<file path="src/rtl/rcs_regs.svh">
// Constants of the run-control load/step sequencer.
// Assumes a 125 MHz pclk; included by bare name.
`ifndef RCS_REGS_SVH
`define RCS_REGS_SVH
`define RCS_CLK_PERIOD_NS 8
`define RCS_STROBE_SPACING_US 10
`define RCS_STROBE_SPACING_CYC ((`RCS_STROBE_SPACING_US * 1000) / `RCS_CLK_PERIOD_NS)
`define RCS_WORD_W 12
`define RCS_CHAR_W 3
`define RCS_CHAR_LSB 9
`define RCS_ACC_RST 12'h000
`define RCS_PC_RST 12'h000
`define RCS_OP_BIT10 9
// Synchroniser reset: every input at its idle level
`define RCS_SYNC_RST 14'h3F87
`endif

</file>
<file path="src/rtl/rcs_pkg.sv">
// Types of the run-control load/step sequencer.
// Assumes nothing beyond the constant header.
package rcs_pkg;
  typedef enum logic [3:0] {
    RCS_IDLE = 4'h0,
    RCS_F1   = 4'h1,
    RCS_F2   = 4'h2,
    RCS_F3   = 4'h3,
    RCS_F4   = 4'h4,
    RCS_F5   = 4'h5,
    RCS_E1   = 4'h6,
    RCS_E2   = 4'h7,
    RCS_E3   = 4'h8
  } rcs_state_t;

  // Active-low character lines as they arrive from the I/O bus
  typedef struct packed {
    logic strobe_n;
    logic halt_n;
    logic bit5_n;
    logic delete_n;
    logic [2:0] data_n;
  } rcs_char_in_t;

  // Memory side request of one cycle
  typedef struct packed {
    logic        dir_read;
    logic        start;
    logic [11:0] addr;
    logic [11:0] wdata;
    logic        write;
  } rcs_mem_req_t;
endpackage : rcs_pkg

</file>
<file path="src/rtl/rcs_sequencer.sv">
// Run-control sequencer: load mode, single step, panel truncated fetch.
// Assumes panel and I/O pins asynchronous to pclk; memory answers on pclk.
//
// Local design decisions: the APB slave port and the placing of the registers.
`include "rcs_regs.svh"

// How it works
// - Halt character in load mode clears run
// - Load switch forces op bit 10
// - Accumulator shifts in fetch states 1-3
// - Shifts gated by clock, load, not blank
// - Fetch 1 latches PC into address register
// - Fetch 1 clears strobe-seen flag
// - Fetch 2 sets read direction, starts memory
// - PC advances every fourth accepted character
// - Fetch 3 counts non-blank characters
// - Fetch 3 clears memory data register
// - Fetch 4 loads character into accumulator top
// - Active-low inputs inverted inside
// - Exec 1 moves accumulator to data register
// - Store ends exec 3, waits for strobe
// - Single step on halt select or fault
// - Start press sets run flag
// - Single step: final exec clears run
// - Run selected: final exec continues fetching
// - Other panel functions only while halted
// - Panel fetch stops after fetch 4
// - Truncated fetch keeps word, advances PC
// - Blank when bits 1,2,3,5 zero or delete
// - Strobe edge sets strobe-seen under load
// - Active-low load-mode output while loading
module rcs_sequencer (
  // Clock and reset
  input  wire logic                 pclk,
  input  wire logic                 presetn,
  // APB slave
  input  wire logic                 psel,
  input  wire logic                 penable,
  input  wire logic                 pwrite,
  input  wire logic [11:0]          paddr,
  input  wire logic [31:0]          pwdata,
  output logic      [31:0]          prdata,
  output logic                      pready,
  output logic                      pslverr,
  // Character input from the I/O bus
  input  wire rcs_pkg::rcs_char_in_t char_in,
  output logic                      load_mode_out_n,
  // Operator panel and remote panel
  input  wire logic                 panel_go,
  input  wire logic                 remote_go,
  input  wire logic                 panel_halt_sel,
  input  wire logic                 remote_halt_sel,
  input  wire logic                 supply_fault_n,
  input  wire logic                 load_switch_n,
  input  wire logic                 panel_fetch_n,
  // Memory
  output rcs_pkg::rcs_mem_req_t     mem_req,
  input  wire logic [11:0]          mem_rdata,
  input  wire logic                 mem_rvalid,
  // Status
  output logic                      run_flag,
  output logic                      single_step_mode,
  output logic [3:0]                timing_state
);

  //------------------------------------------------------------
  // Input synchronisers
  //------------------------------------------------------------
  localparam int NSYNC = 14;
  logic [NSYNC-1:0] raw_in;
  logic [NSYNC-1:0] sync1;
  logic [NSYNC-1:0] sync2;
  assign raw_in = {char_in, panel_go, remote_go, panel_halt_sel, remote_halt_sel,
                   supply_fault_n, load_switch_n, panel_fetch_n};

  always_ff @(posedge pclk or negedge presetn) begin
    if (!presetn) begin
      // Idle pin levels, so no false start edge after reset
      sync1 <= `RCS_SYNC_RST;
      sync2 <= `RCS_SYNC_RST;
    end else begin
      sync1 <= raw_in;
      sync2 <= sync1;
    end
  end

  // Active-low lines inverted to active-high
  rcs_pkg::rcs_char_in_t ci_n;
  logic       strobe_lvl;
  logic       halt_char_line;
  logic [2:0] char_bits;
  logic       bit5;
  logic       delete_bit;
  logic       go_s;
  logic       rgo_s;
  logic       halt_s;
  logic       rhalt_s;
  logic       fault;
  logic       load_sw;
  logic       fetch_sw;
  assign ci_n           = rcs_pkg::rcs_char_in_t'(sync2[13:7]);
  assign strobe_lvl     = ~ci_n.strobe_n;
  assign halt_char_line = ~ci_n.halt_n;
  assign char_bits      = ~ci_n.data_n;
  assign bit5           = ~ci_n.bit5_n;
  assign delete_bit     = ~ci_n.delete_n;
  assign go_s           = sync2[6];
  assign rgo_s          = sync2[5];
  assign halt_s         = sync2[4];
  assign rhalt_s        = sync2[3];
  assign fault          = ~sync2[2];
  assign load_sw        = ~sync2[1];
  assign fetch_sw       = ~sync2[0];

  //------------------------------------------------------------
  // Decoding
  //------------------------------------------------------------
  rcs_pkg::rcs_state_t state;
  rcs_pkg::rcs_state_t next_state;
  logic        strobe_q;
  logic        go_q;
  logic        strobe_seen_flag;
  logic [1:0]  char_count;
  logic [11:0] acc;
  logic [11:0] pc;
  logic [11:0] mar;
  logic [11:0] mdr;
  logic [11:0] op_reg;
  logic        mem_dir_flag;
  logic        mem_cycle_start_flag;

  logic fetch_state_1;
  logic fetch_state_2;
  logic fetch_state_3;
  logic fetch_state_4;
  logic exec_state_1;
  logic exec_state_3;
  assign fetch_state_1 = (state == rcs_pkg::RCS_F1);
  assign fetch_state_2 = (state == rcs_pkg::RCS_F2);
  assign fetch_state_3 = (state == rcs_pkg::RCS_F3);
  assign fetch_state_4 = (state == rcs_pkg::RCS_F4);
  assign exec_state_1  = (state == rcs_pkg::RCS_E1);
  assign exec_state_3  = (state == rcs_pkg::RCS_E3);

  logic load_active;
  logic blank_char_n;
  logic acc_shift_pulse;
  logic char_count_pulse;
  logic pc_advance;
  logic strobe_edge;
  logic go_edge;
  logic final_exec_time;
  logic fetch_or_store_req;
  logic halt_timer_n;
  logic halt_char_stop;
  logic step_stop;
  logic store_accumulator_op;
  logic        apb_wr;
  logic        wr_acc;
  logic        wr_pc;
  logic        wr_op;
  logic [31:0] rd_mux;

  assign load_active      = load_sw & run_flag;
  assign load_mode_out_n  = ~load_active;
  assign blank_char_n     = ~(((char_bits == 3'h0) & ~bit5) | delete_bit);
  assign acc_shift_pulse  = load_active & blank_char_n &
                            (fetch_state_1 | fetch_state_2 | fetch_state_3);
  assign char_count_pulse = load_sw & blank_char_n & fetch_state_3;
  assign pc_advance       = fetch_state_2 & (load_sw ? (&char_count) & blank_char_n
                                                     : 1'b1);
  assign strobe_edge      = strobe_lvl & ~strobe_q;
  assign go_edge          = (go_s | rgo_s) & ~go_q;
  // Halt selection ignored while loading
  assign single_step_mode = (halt_s | rhalt_s | fault) & ~load_sw;
  assign final_exec_time  = exec_state_3;
  // Panel fetch only accepted while halted
  assign fetch_or_store_req = fetch_sw & (halt_s | rhalt_s) & ~load_sw;
  assign halt_timer_n     = ~(fetch_or_store_req & fetch_state_4);
  assign halt_char_stop   = load_active & halt_char_line;
  assign step_stop        = single_step_mode & final_exec_time;
  assign store_accumulator_op = op_reg[`RCS_OP_BIT10];
  assign timing_state     = state;
  // Refused offsets never write
  assign apb_wr = psel & penable & pwrite & (paddr[11:4] == 8'h00);
  assign wr_acc = apb_wr & (paddr[3:2] == 2'h0);
  assign wr_op  = apb_wr & (paddr[3:2] == 2'h2);
  // Program counter locked while running
  assign wr_pc  = apb_wr & (paddr[3:2] == 2'h1) & ~run_flag;

  //------------------------------------------------------------
  // Timing states
  //------------------------------------------------------------
  always_comb begin
    next_state = state;
    case (state)
      rcs_pkg::RCS_IDLE: begin
        if (run_flag && (!load_sw || strobe_seen_flag)) begin
          next_state = rcs_pkg::RCS_F1;
        end
      end
      rcs_pkg::RCS_F1: next_state = rcs_pkg::RCS_F2;
      rcs_pkg::RCS_F2: next_state = rcs_pkg::RCS_F3;
      rcs_pkg::RCS_F3: next_state = rcs_pkg::RCS_F4;
      rcs_pkg::RCS_F4: begin
        if (!halt_timer_n) begin
          next_state = rcs_pkg::RCS_IDLE;
        end else begin
          next_state = rcs_pkg::RCS_F5;
        end
      end
      rcs_pkg::RCS_F5: next_state = rcs_pkg::RCS_E1;
      rcs_pkg::RCS_E1: next_state = rcs_pkg::RCS_E2;
      rcs_pkg::RCS_E2: next_state = rcs_pkg::RCS_E3;
      rcs_pkg::RCS_E3: begin
        if (load_sw || step_stop) begin
          next_state = rcs_pkg::RCS_IDLE;
        end else begin
          next_state = rcs_pkg::RCS_F1;
        end
      end
      default: next_state = rcs_pkg::RCS_IDLE;
    endcase
    if (!run_flag || halt_char_stop) begin
      next_state = rcs_pkg::RCS_IDLE;
    end
  end

  always_ff @(posedge pclk or negedge presetn) begin
    if (!presetn) begin
      state <= rcs_pkg::RCS_IDLE;
    end else begin
      state <= next_state;
    end
  end

  //------------------------------------------------------------
  // Run flag and edge detectors
  //------------------------------------------------------------
  always_ff @(posedge pclk or negedge presetn) begin
    if (!presetn) begin
      run_flag <= 1'b0;
      strobe_q <= 1'b0;
      go_q     <= 1'b0;
    end else begin
      strobe_q <= strobe_lvl;
      go_q     <= go_s | rgo_s;
      if (halt_char_stop || step_stop || !halt_timer_n) begin
        run_flag <= 1'b0;
      end else if (go_edge) begin
        run_flag <= 1'b1;
      end
    end
  end

  //------------------------------------------------------------
  // Strobe-seen flag; set wins over clear
  //------------------------------------------------------------
  always_ff @(posedge pclk or negedge presetn) begin
    if (!presetn) begin
      strobe_seen_flag <= 1'b0;
    end else if (load_sw && strobe_edge) begin
      strobe_seen_flag <= 1'b1;
    end else if (fetch_state_1) begin
      strobe_seen_flag <= 1'b0;
    end
  end

  //------------------------------------------------------------
  // Data path registers
  //------------------------------------------------------------
  always_ff @(posedge pclk or negedge presetn) begin
    if (!presetn) begin
      acc        <= `RCS_ACC_RST;
      pc         <= `RCS_PC_RST;
      mar        <= 12'h000;
      mdr        <= 12'h000;
      op_reg     <= 12'h000;
      char_count <= 2'h0;
    end else begin
      if (load_sw) begin
        op_reg[`RCS_OP_BIT10] <= 1'b1;
      end else if (wr_op) begin
        op_reg <= pwdata[11:0];
      end
      if (acc_shift_pulse) begin
        acc <= {1'b0, acc[11:1]};
      end else if (load_active && fetch_state_4 && blank_char_n) begin
        acc[11:`RCS_CHAR_LSB] <= char_bits;
      end else if (wr_acc) begin
        acc <= pwdata[11:0];
      end
      if (fetch_state_1) begin
        mar <= pc;
      end
      if (pc_advance) begin
        pc <= pc + 12'h001;
      end else if (wr_pc) begin
        pc <= pwdata[11:0];
      end
      if (char_count_pulse) begin
        char_count <= char_count + 2'h1;
      end
      if (fetch_state_3) begin
        mdr <= 12'h000;
      end else if (exec_state_1 && store_accumulator_op) begin
        mdr <= acc;
      end else if (mem_rvalid && mem_dir_flag) begin
        mdr <= mem_rdata;
      end
    end
  end

  //------------------------------------------------------------
  // Memory control
  //------------------------------------------------------------
  always_ff @(posedge pclk or negedge presetn) begin
    if (!presetn) begin
      mem_dir_flag         <= 1'b0;
      mem_cycle_start_flag <= 1'b0;
      mem_req              <= '0;
    end else begin
      if (fetch_state_2) begin
        mem_dir_flag <= 1'b1;
      end else if (exec_state_1 && store_accumulator_op) begin
        mem_dir_flag <= 1'b0;
      end
      mem_cycle_start_flag <= fetch_state_2;
      mem_req.dir_read     <= mem_dir_flag | fetch_state_2;
      mem_req.start        <= fetch_state_2;
      mem_req.addr         <= mar;
      mem_req.wdata        <= mdr;
      mem_req.write        <= exec_state_3 & store_accumulator_op;
    end
  end

  //------------------------------------------------------------
  // APB slave, zero wait states
  //------------------------------------------------------------
  assign pready  = 1'b1;
  assign pslverr = psel & penable & (paddr[11:4] != 8'h00);
  assign rd_mux  = (paddr[11:4] != 8'h00) ? 32'h0000_0000 :
                   (paddr[3:2] == 2'h0)   ? {20'h0_0000, acc} :
                   (paddr[3:2] == 2'h1)   ? {20'h0_0000, pc} :
                   (paddr[3:2] == 2'h2)   ? {20'h0_0000, op_reg} :
                   {20'h0_0000, mdr[11:8], state, load_active, single_step_mode,
                    strobe_seen_flag, run_flag};

  always_ff @(posedge pclk or negedge presetn) begin
    if (!presetn) begin
      prdata <= 32'h0000_0000;
    end else if (psel && !penable && !pwrite) begin
      prdata <= rd_mux;
    end
  end

endmodule : rcs_sequencer

</file>
<file path="config.mk">
export PLATFORM = sky130hd
export DESIGN_NAME = rcs_sequencer
export DESIGN_NICKNAME = d
export VERILOG_FILES = /design/src/rtl/rcs_pkg.sv /design/src/rtl/rcs_sequencer.sv
export VERILOG_INCLUDE_DIRS = /design/src /design/src/rtl
export SDC_FILE = /design/constraint.sdc
export NUM_CORES = 1
export LEC_CHECK = 0
export ABC_CLOCK_PERIOD_IN_PS = 3150
export BUFFER_PORTS_ARGS = -buffer_cell sky130_fd_sc_hd__buf_2
export CORE_MARGIN = 8
export CORE_UTILIZATION = 57
export CTS_BUF_LIST = sky130_fd_sc_hd__clkbuf_8 sky130_fd_sc_hd__clkbuf_16
export DETAILED_ROUTE_END_ITERATION = 16
export PLACE_DENSITY = 0.91
export SLEW_MARGIN = 20
export SYNTH_ARGS = -nofsm -noshare
export SYNTH_HDL_FRONTEND = slang
export SYNTH_SLANG_ARGS = --single-unit
</file>
<file path="constraint.sdc">
create_clock -name pclk -period 3.15 [get_ports pclk]
set_input_delay 0.4725 -clock pclk [delete_from_list [all_inputs] [get_ports pclk]]
set_output_delay 0.4725 -clock pclk [all_outputs]
set_load 0.05 [all_outputs]
</file>
* Word level (Yosys, flattened, before mapping) *
Cells that the tools add are included.

cells by class
  $add $sub $neg = 2
  equal/unequal tests = 13
  multiplexer cells = 27
  bitwise gates (word level) = 44
  reductions and logical operators = 31

operators with widths
  kind                     count
  $mux W12                 11
  $pmux W4 S9              1
  $and A1 B1 Y1            25
  $eq A4 B3 Y1 const B     4
  $add A12 B1 Y12 const B  1
  $not A1 Y1               11
  $mux W10                 1
  $reduce_bool A2 Y1       5
  $mux W1                  9
  $mux W9                  1
  $eq A4 B2 Y1 const B     2
  $logic_and A1 B1 Y1      8
  $logic_not A8 Y1         1
  $mux W4                  2
  $reduce_bool A8 Y1       1
  $or A1 B1 Y1             7
  $mux W3                  2
  $reduce_and A2 Y1        3
  $reduce_bool A3 Y1       2
  $logic_or A1 B1 Y1       5
  $eq A4 B1 Y1 const B     1
  $eq A4 B4 Y1 const B     1
  $logic_not A4 Y1         1
  $logic_not A1 Y1         3
  other kinds (9)          9

word-level totals
  bits in registers = 158
  input port bits = 76
  output and inout bits = 68
  word-level logic and storage cells = 139

* Logic depth before layout (Yosys ltp) *
  depth after elaboration = 9
  depth in mapped cells = 9
  gate-level depth less buffers = 6

* Least setup slack after synthesis *
OpenSTA, ideal clock, no wires.

  path kind = register -> register
  start = reg sync2[1]
  end = reg prdata[2]
  setup time = 67 ps
  arrival time = 2645 ps
  data required time = 3083 ps
  path slack = 438 ps
  cell stages (with the launch flop) = 5
  path buffers = 1
  period minus slack after synthesis = 2712 ps
  path through = dfstp_2 clkbuf_1 a21boi_0 mux4_2 a22o_1

between the ends
  longest elaborated chain between the ends = 5

RTL lines
  what                      RTL line              RTL
  start: declaration        rcs_sequencer.sv:72   logic [NSYNC-1:0] sync2;
  start signal: assignment  rcs_sequencer.sv:80   sync2 <= `RCS_SYNC_RST;
  start signal: assignment  rcs_sequencer.sv:83   sync2 <= sync1;
  $and A1 B1 Y1             rcs_sequencer.sv:175  assign single_step_mode = (halt_s | rhalt_s | fault) & ~load_sw;
  via single_step_mode      rcs_sequencer.sv:62   output logic single_step_mode,
  $mux W12                  rcs_sequencer.sv:345  (paddr[3:2] == 2'h2) ? {20'h0_0000, op_reg} :
  $mux W12                  rcs_sequencer.sv:344  (paddr[3:2] == 2'h1) ? {20'h0_0000, pc} :
  $mux W12                  rcs_sequencer.sv:343  (paddr[3:2] == 2'h0) ? {20'h0_0000, acc} :
  $mux W12                  rcs_sequencer.sv:342  assign rd_mux = (paddr[11:4] != 8'h00) ? 32'h0000_0000 :
  end signal: assignment    rcs_sequencer.sv:353  prdata <= rd_mux;
  end: declaration          rcs_sequencer.sv:42   output logic [31:0] prdata,

The timed path passes the listed nets, and every way through them passes these cells.
A chain may end at the register's enable or synchronous reset.

* Worst setup path in the final report *
  start = reg state[3], in the netlist timing_state[3]
  end = reg pc[0]

between the ends
  longest elaborated chain between the ends = 3
  elaborated cells between the ends (all ways) = 4
  those cells by class = eq/ne: 1; mux: 1; bitwise: 1; reduce/logical: 1

RTL lines
  what                                            RTL line              RTL
  start: declaration                              rcs_sequencer.sv:118  rcs_pkg::rcs_state_t state;
  start signal: assignment                        rcs_sequencer.sv:231  state <= rcs_pkg::RCS_IDLE;
  start signal: assignment                        rcs_sequencer.sv:233  state <= next_state;
  $eq A4 B2 Y1 (*)                                rcs_sequencer.sv:139  assign fetch_state_2 = (state == rcs_pkg::RCS_F2);
  $and A1 B1 Y1 (*)                               rcs_sequencer.sv:170  assign pc_advance = fetch_state_2 & (load_sw ? (&char_count) & blank_char_n
  $mux W12 or $reduce_bool A2 Y1 (tied branches)  --
  end signal: assignment                          rcs_sequencer.sv:275  pc <= `RCS_PC_RST;
  end signal: assignment                          rcs_sequencer.sv:297  pc <= pc + 12'h001;
  end signal: assignment                          rcs_sequencer.sv:299  pc <= pwdata[11:0];
  end: declaration                                rcs_sequencer.sv:125  logic [11:0] pc;

Mark *: on every way between the ends. The rest lies on a longest branch, timed or not.

==> impl_results.md <==
* Setup Buffers After CTS at 0
* CTS tree: done
* Later-pin clock latency in the skew report at about 0.52 ns
* Slew @ Worst Pin at about 1 ns
* Core Region at a little over 10,000 sq um
* Status: finished clean
* Drt wl/cell at 21.4 um
* Residual DRC at 0
* Post-synth EDFFs at 0
* Data arrival, critical path at 2.91 ns
* Rel. slew slack at between 30% and 40%
* RSZ-0062 raised after global routing: false
* Seq cells post-synth at around 140
* Crit. End Element: flip-flop
* Root Driver: clkbuf_8
* Final wirelength at around 15,000 um
* Slowest stage delay, CP at approximately 0.54 ns
* Crit path time final at between 2 and 3 ns
* Layout cells sized above 1 at approximately 36%
* CTS Sinks at between 100 and 150
* DP Worst Slack at approximately 0.62 ns
* Pwr/cell area at between 800 and 900 nW/um^2
* Via count at between 4,000 and 5,000
* Top flop regs: mem_req x27, sync1 x14, sync2 x14
* Most frequent CP cell: or2_1
* Hold Slack at around 0.047 ns
* Vias in the first global route at around 4,200
* Most common cell after layout, fill and taps aside: dfrtp_1
* HPWL after DPL at between 10,000 and 15,000 um
* Initial Util at a little under three fifths
* Max FO, Critical Path at 11
* Ys flop type: dfrtp_1
* Synth top area share at about half
* Commonest non-fill, non-tap cells in the layout: dfrtp_1, buf_2, nand2_1, conb_1, clkbuf_16
* Ant. Diodes at 0
* Worst Skew at slightly below 0.007 ns
* Crit-path cells: or2_1 > or2_1 > nor2_1 > buf_4 > nor4_1 > a221o_1
* Synth unique cells at 67
* IO Count at around 140
* Cell accounting for the most synthesized area: dfrtp_1
* Synth area leaders: dfrtp_1, dfstp_2, mux4_2
* First-pass DRT Iterations at 5
* Post-Synthesis Cells at 447
* # resized after CTS at 0
* Initial antenna violation count at 0
* Max FFs per register at 27
* Fin crit share at 79.5%
* Clock buffer count from CTS at 17
* WS Path Type: reg2reg
* Die Height at 117 um
* Detail Route Antenna Nets at 0
* Die area at roughly 14,000 sq um
* Max-slew violation count at 0
* Final TNS setup at 0 ns
* Die X at roughly 120 um
* Worst min path class: in2reg
* Worst hold path depth at 1
* 1st-iter DRT viols at around 390
* Mapped Area at 5820 sq um
* Global-route wire length before repair at 23,200 um
* Sequential area share after synthesis at 59.8%
* Final Util at 69.1%
* Port bufs at 100
* Startpoint types: flip-flop
* Slowest CP cell: dfrtp_1
* CTS Buffer Depth at 2
* Top reg by flops: mem_req
* Fin nets at 631
* Required time of the critical path at around 3.6 ns
* Reg2reg path depth at 6
* Largest net degree at the start of global routing at roughly 130
* FP Rows at 37
* Hold Violations, Final at 0
* Avg Inst Size Synth at around 13 sq um
* Final setup violation count at 0
* Leakage at approximately 3.4 nW
* Max_cap viols at 0
* Yosys warnings at 0
* Final Worst Setup Slack at around 0.65 ns
* Tot Pwr at around 0.0062 W
* RD Place Congestion at between 0.8 and 0.9
* Overall routing resource usage at between 20% and 30%
* Post-synth ARST share at between 90% and 100%
* Peak supply drop at 0.000517 V
* Max Clock Freq at around 400 MHz
* Layout area overhead at 20.4%
* H-tree depth at 4
* Hold-fix buffers, CTS at 0
* Clk slew on worst S/H paths at 0.06 ns
* Grt total ovfl at 0
* Avg Vias per Cell at approximately 6
-- routing by layer --
layer	vias up	part of all wire, %	global-route usage (%)
li1	1792	-	-
met1	2049	39	28.1
met2	253	49	36.7
met3	43	8.5	6.05
met4	0	4.2	13.7
met5	-	0	0
-- through the flow --
| step | cell area, sq um | instances |
|---|---|---|
| finish | 7000 | 702 |
| detailed placement | 6370 | 670 |
| CTS | 7000 | 702 |
| floorplan | 5890 | 466 |
| global placement | 6370 | 670 |
| global route | 7000 | 702 |
-- power by group --
part / internal, W / total [W] / switching (W)
combinational: 0.000494 / 0.00162 / 0.00112
sequential: 0.00222 / 0.00259 / 0.000371
clock: 0.00129 / 0.00203 / 0.000739
total: 0.00401 / 0.00624 / 0.00223
-- cells in the mapped netlist (3+ instances only) --
library cell	n
dfrtp_1	118
nand2_1	48
buf_4	23
dfstp_2	20
o21ai_1	20
mux2i_1	18
nor2_1	13
a22o_1	12
clkbuf_1	12
mux4_2	12
inv_1	11
a21oi_1	10
a32oi_1	9
nand3_1	9
mux2_2	8
mux2_4	8
mux2_1	7
nand4_1	6
nor2b_1	4
nor3_1	4
o22ai_1	4
buf_2	3
buf_6	3
o21a_1	3
o21ai_0	3
o221a_1	3
or2_1	3
-- area by class of cell --
| class | count | area (sq um) |
|---|---|---|
| flip-flops and latches | 138 | 3480 |
| clock buffers | 26 | 594 |
| inverters | 12 | 46.3 |
| multi-input cells | 275 | 2100 |
| fillers | 698 | 3140 |
| repair buffers | 109 | 577 |
| clock inverters | 6 | 38.8 |
| well taps | 136 | 170 |
-- kinds of logic after synthesis --
family | count (synthesis) | share of synthesized area, %
AND/OR/NAND/NOR | 110 | 10.3
buffers and inverters | 53 | 5.38
AO/OA/AOI/OAI | 87 | 11.0
other | 2 | 0.129
multiplexers | 53 | 12.7
adder cells (fa/ha/maj) | 2 | 0.430
flip-flops | 138 | 59.8
XOR/XNOR | 2 | 0.301
-- worst max-delay path, delay by kind of cell (launching register included) --
kind	cells	cell delay (ns)
simple gates	4	1.27
compound gates	1	0.32
buf+inv	1	0.26
flops	1	0.54
-- worst paths after layout --
check                                startpoint           to  slack [ns]
worst max-delay path            timing_state[3]        pc[0]        0.65
worst min-delay path                 char_in[0]     sync1[7]        0.05
worst max register to register  timing_state[3]        pc[0]        0.65
worst min register to register         sync1[4]     sync2[4]        0.35
max in group asynchronous               presetn     sync1[1]        2.24
min in group asynchronous               presetn  mem_req[12]        0.10
Note: power is estimated with default switching activity, not from simulation.
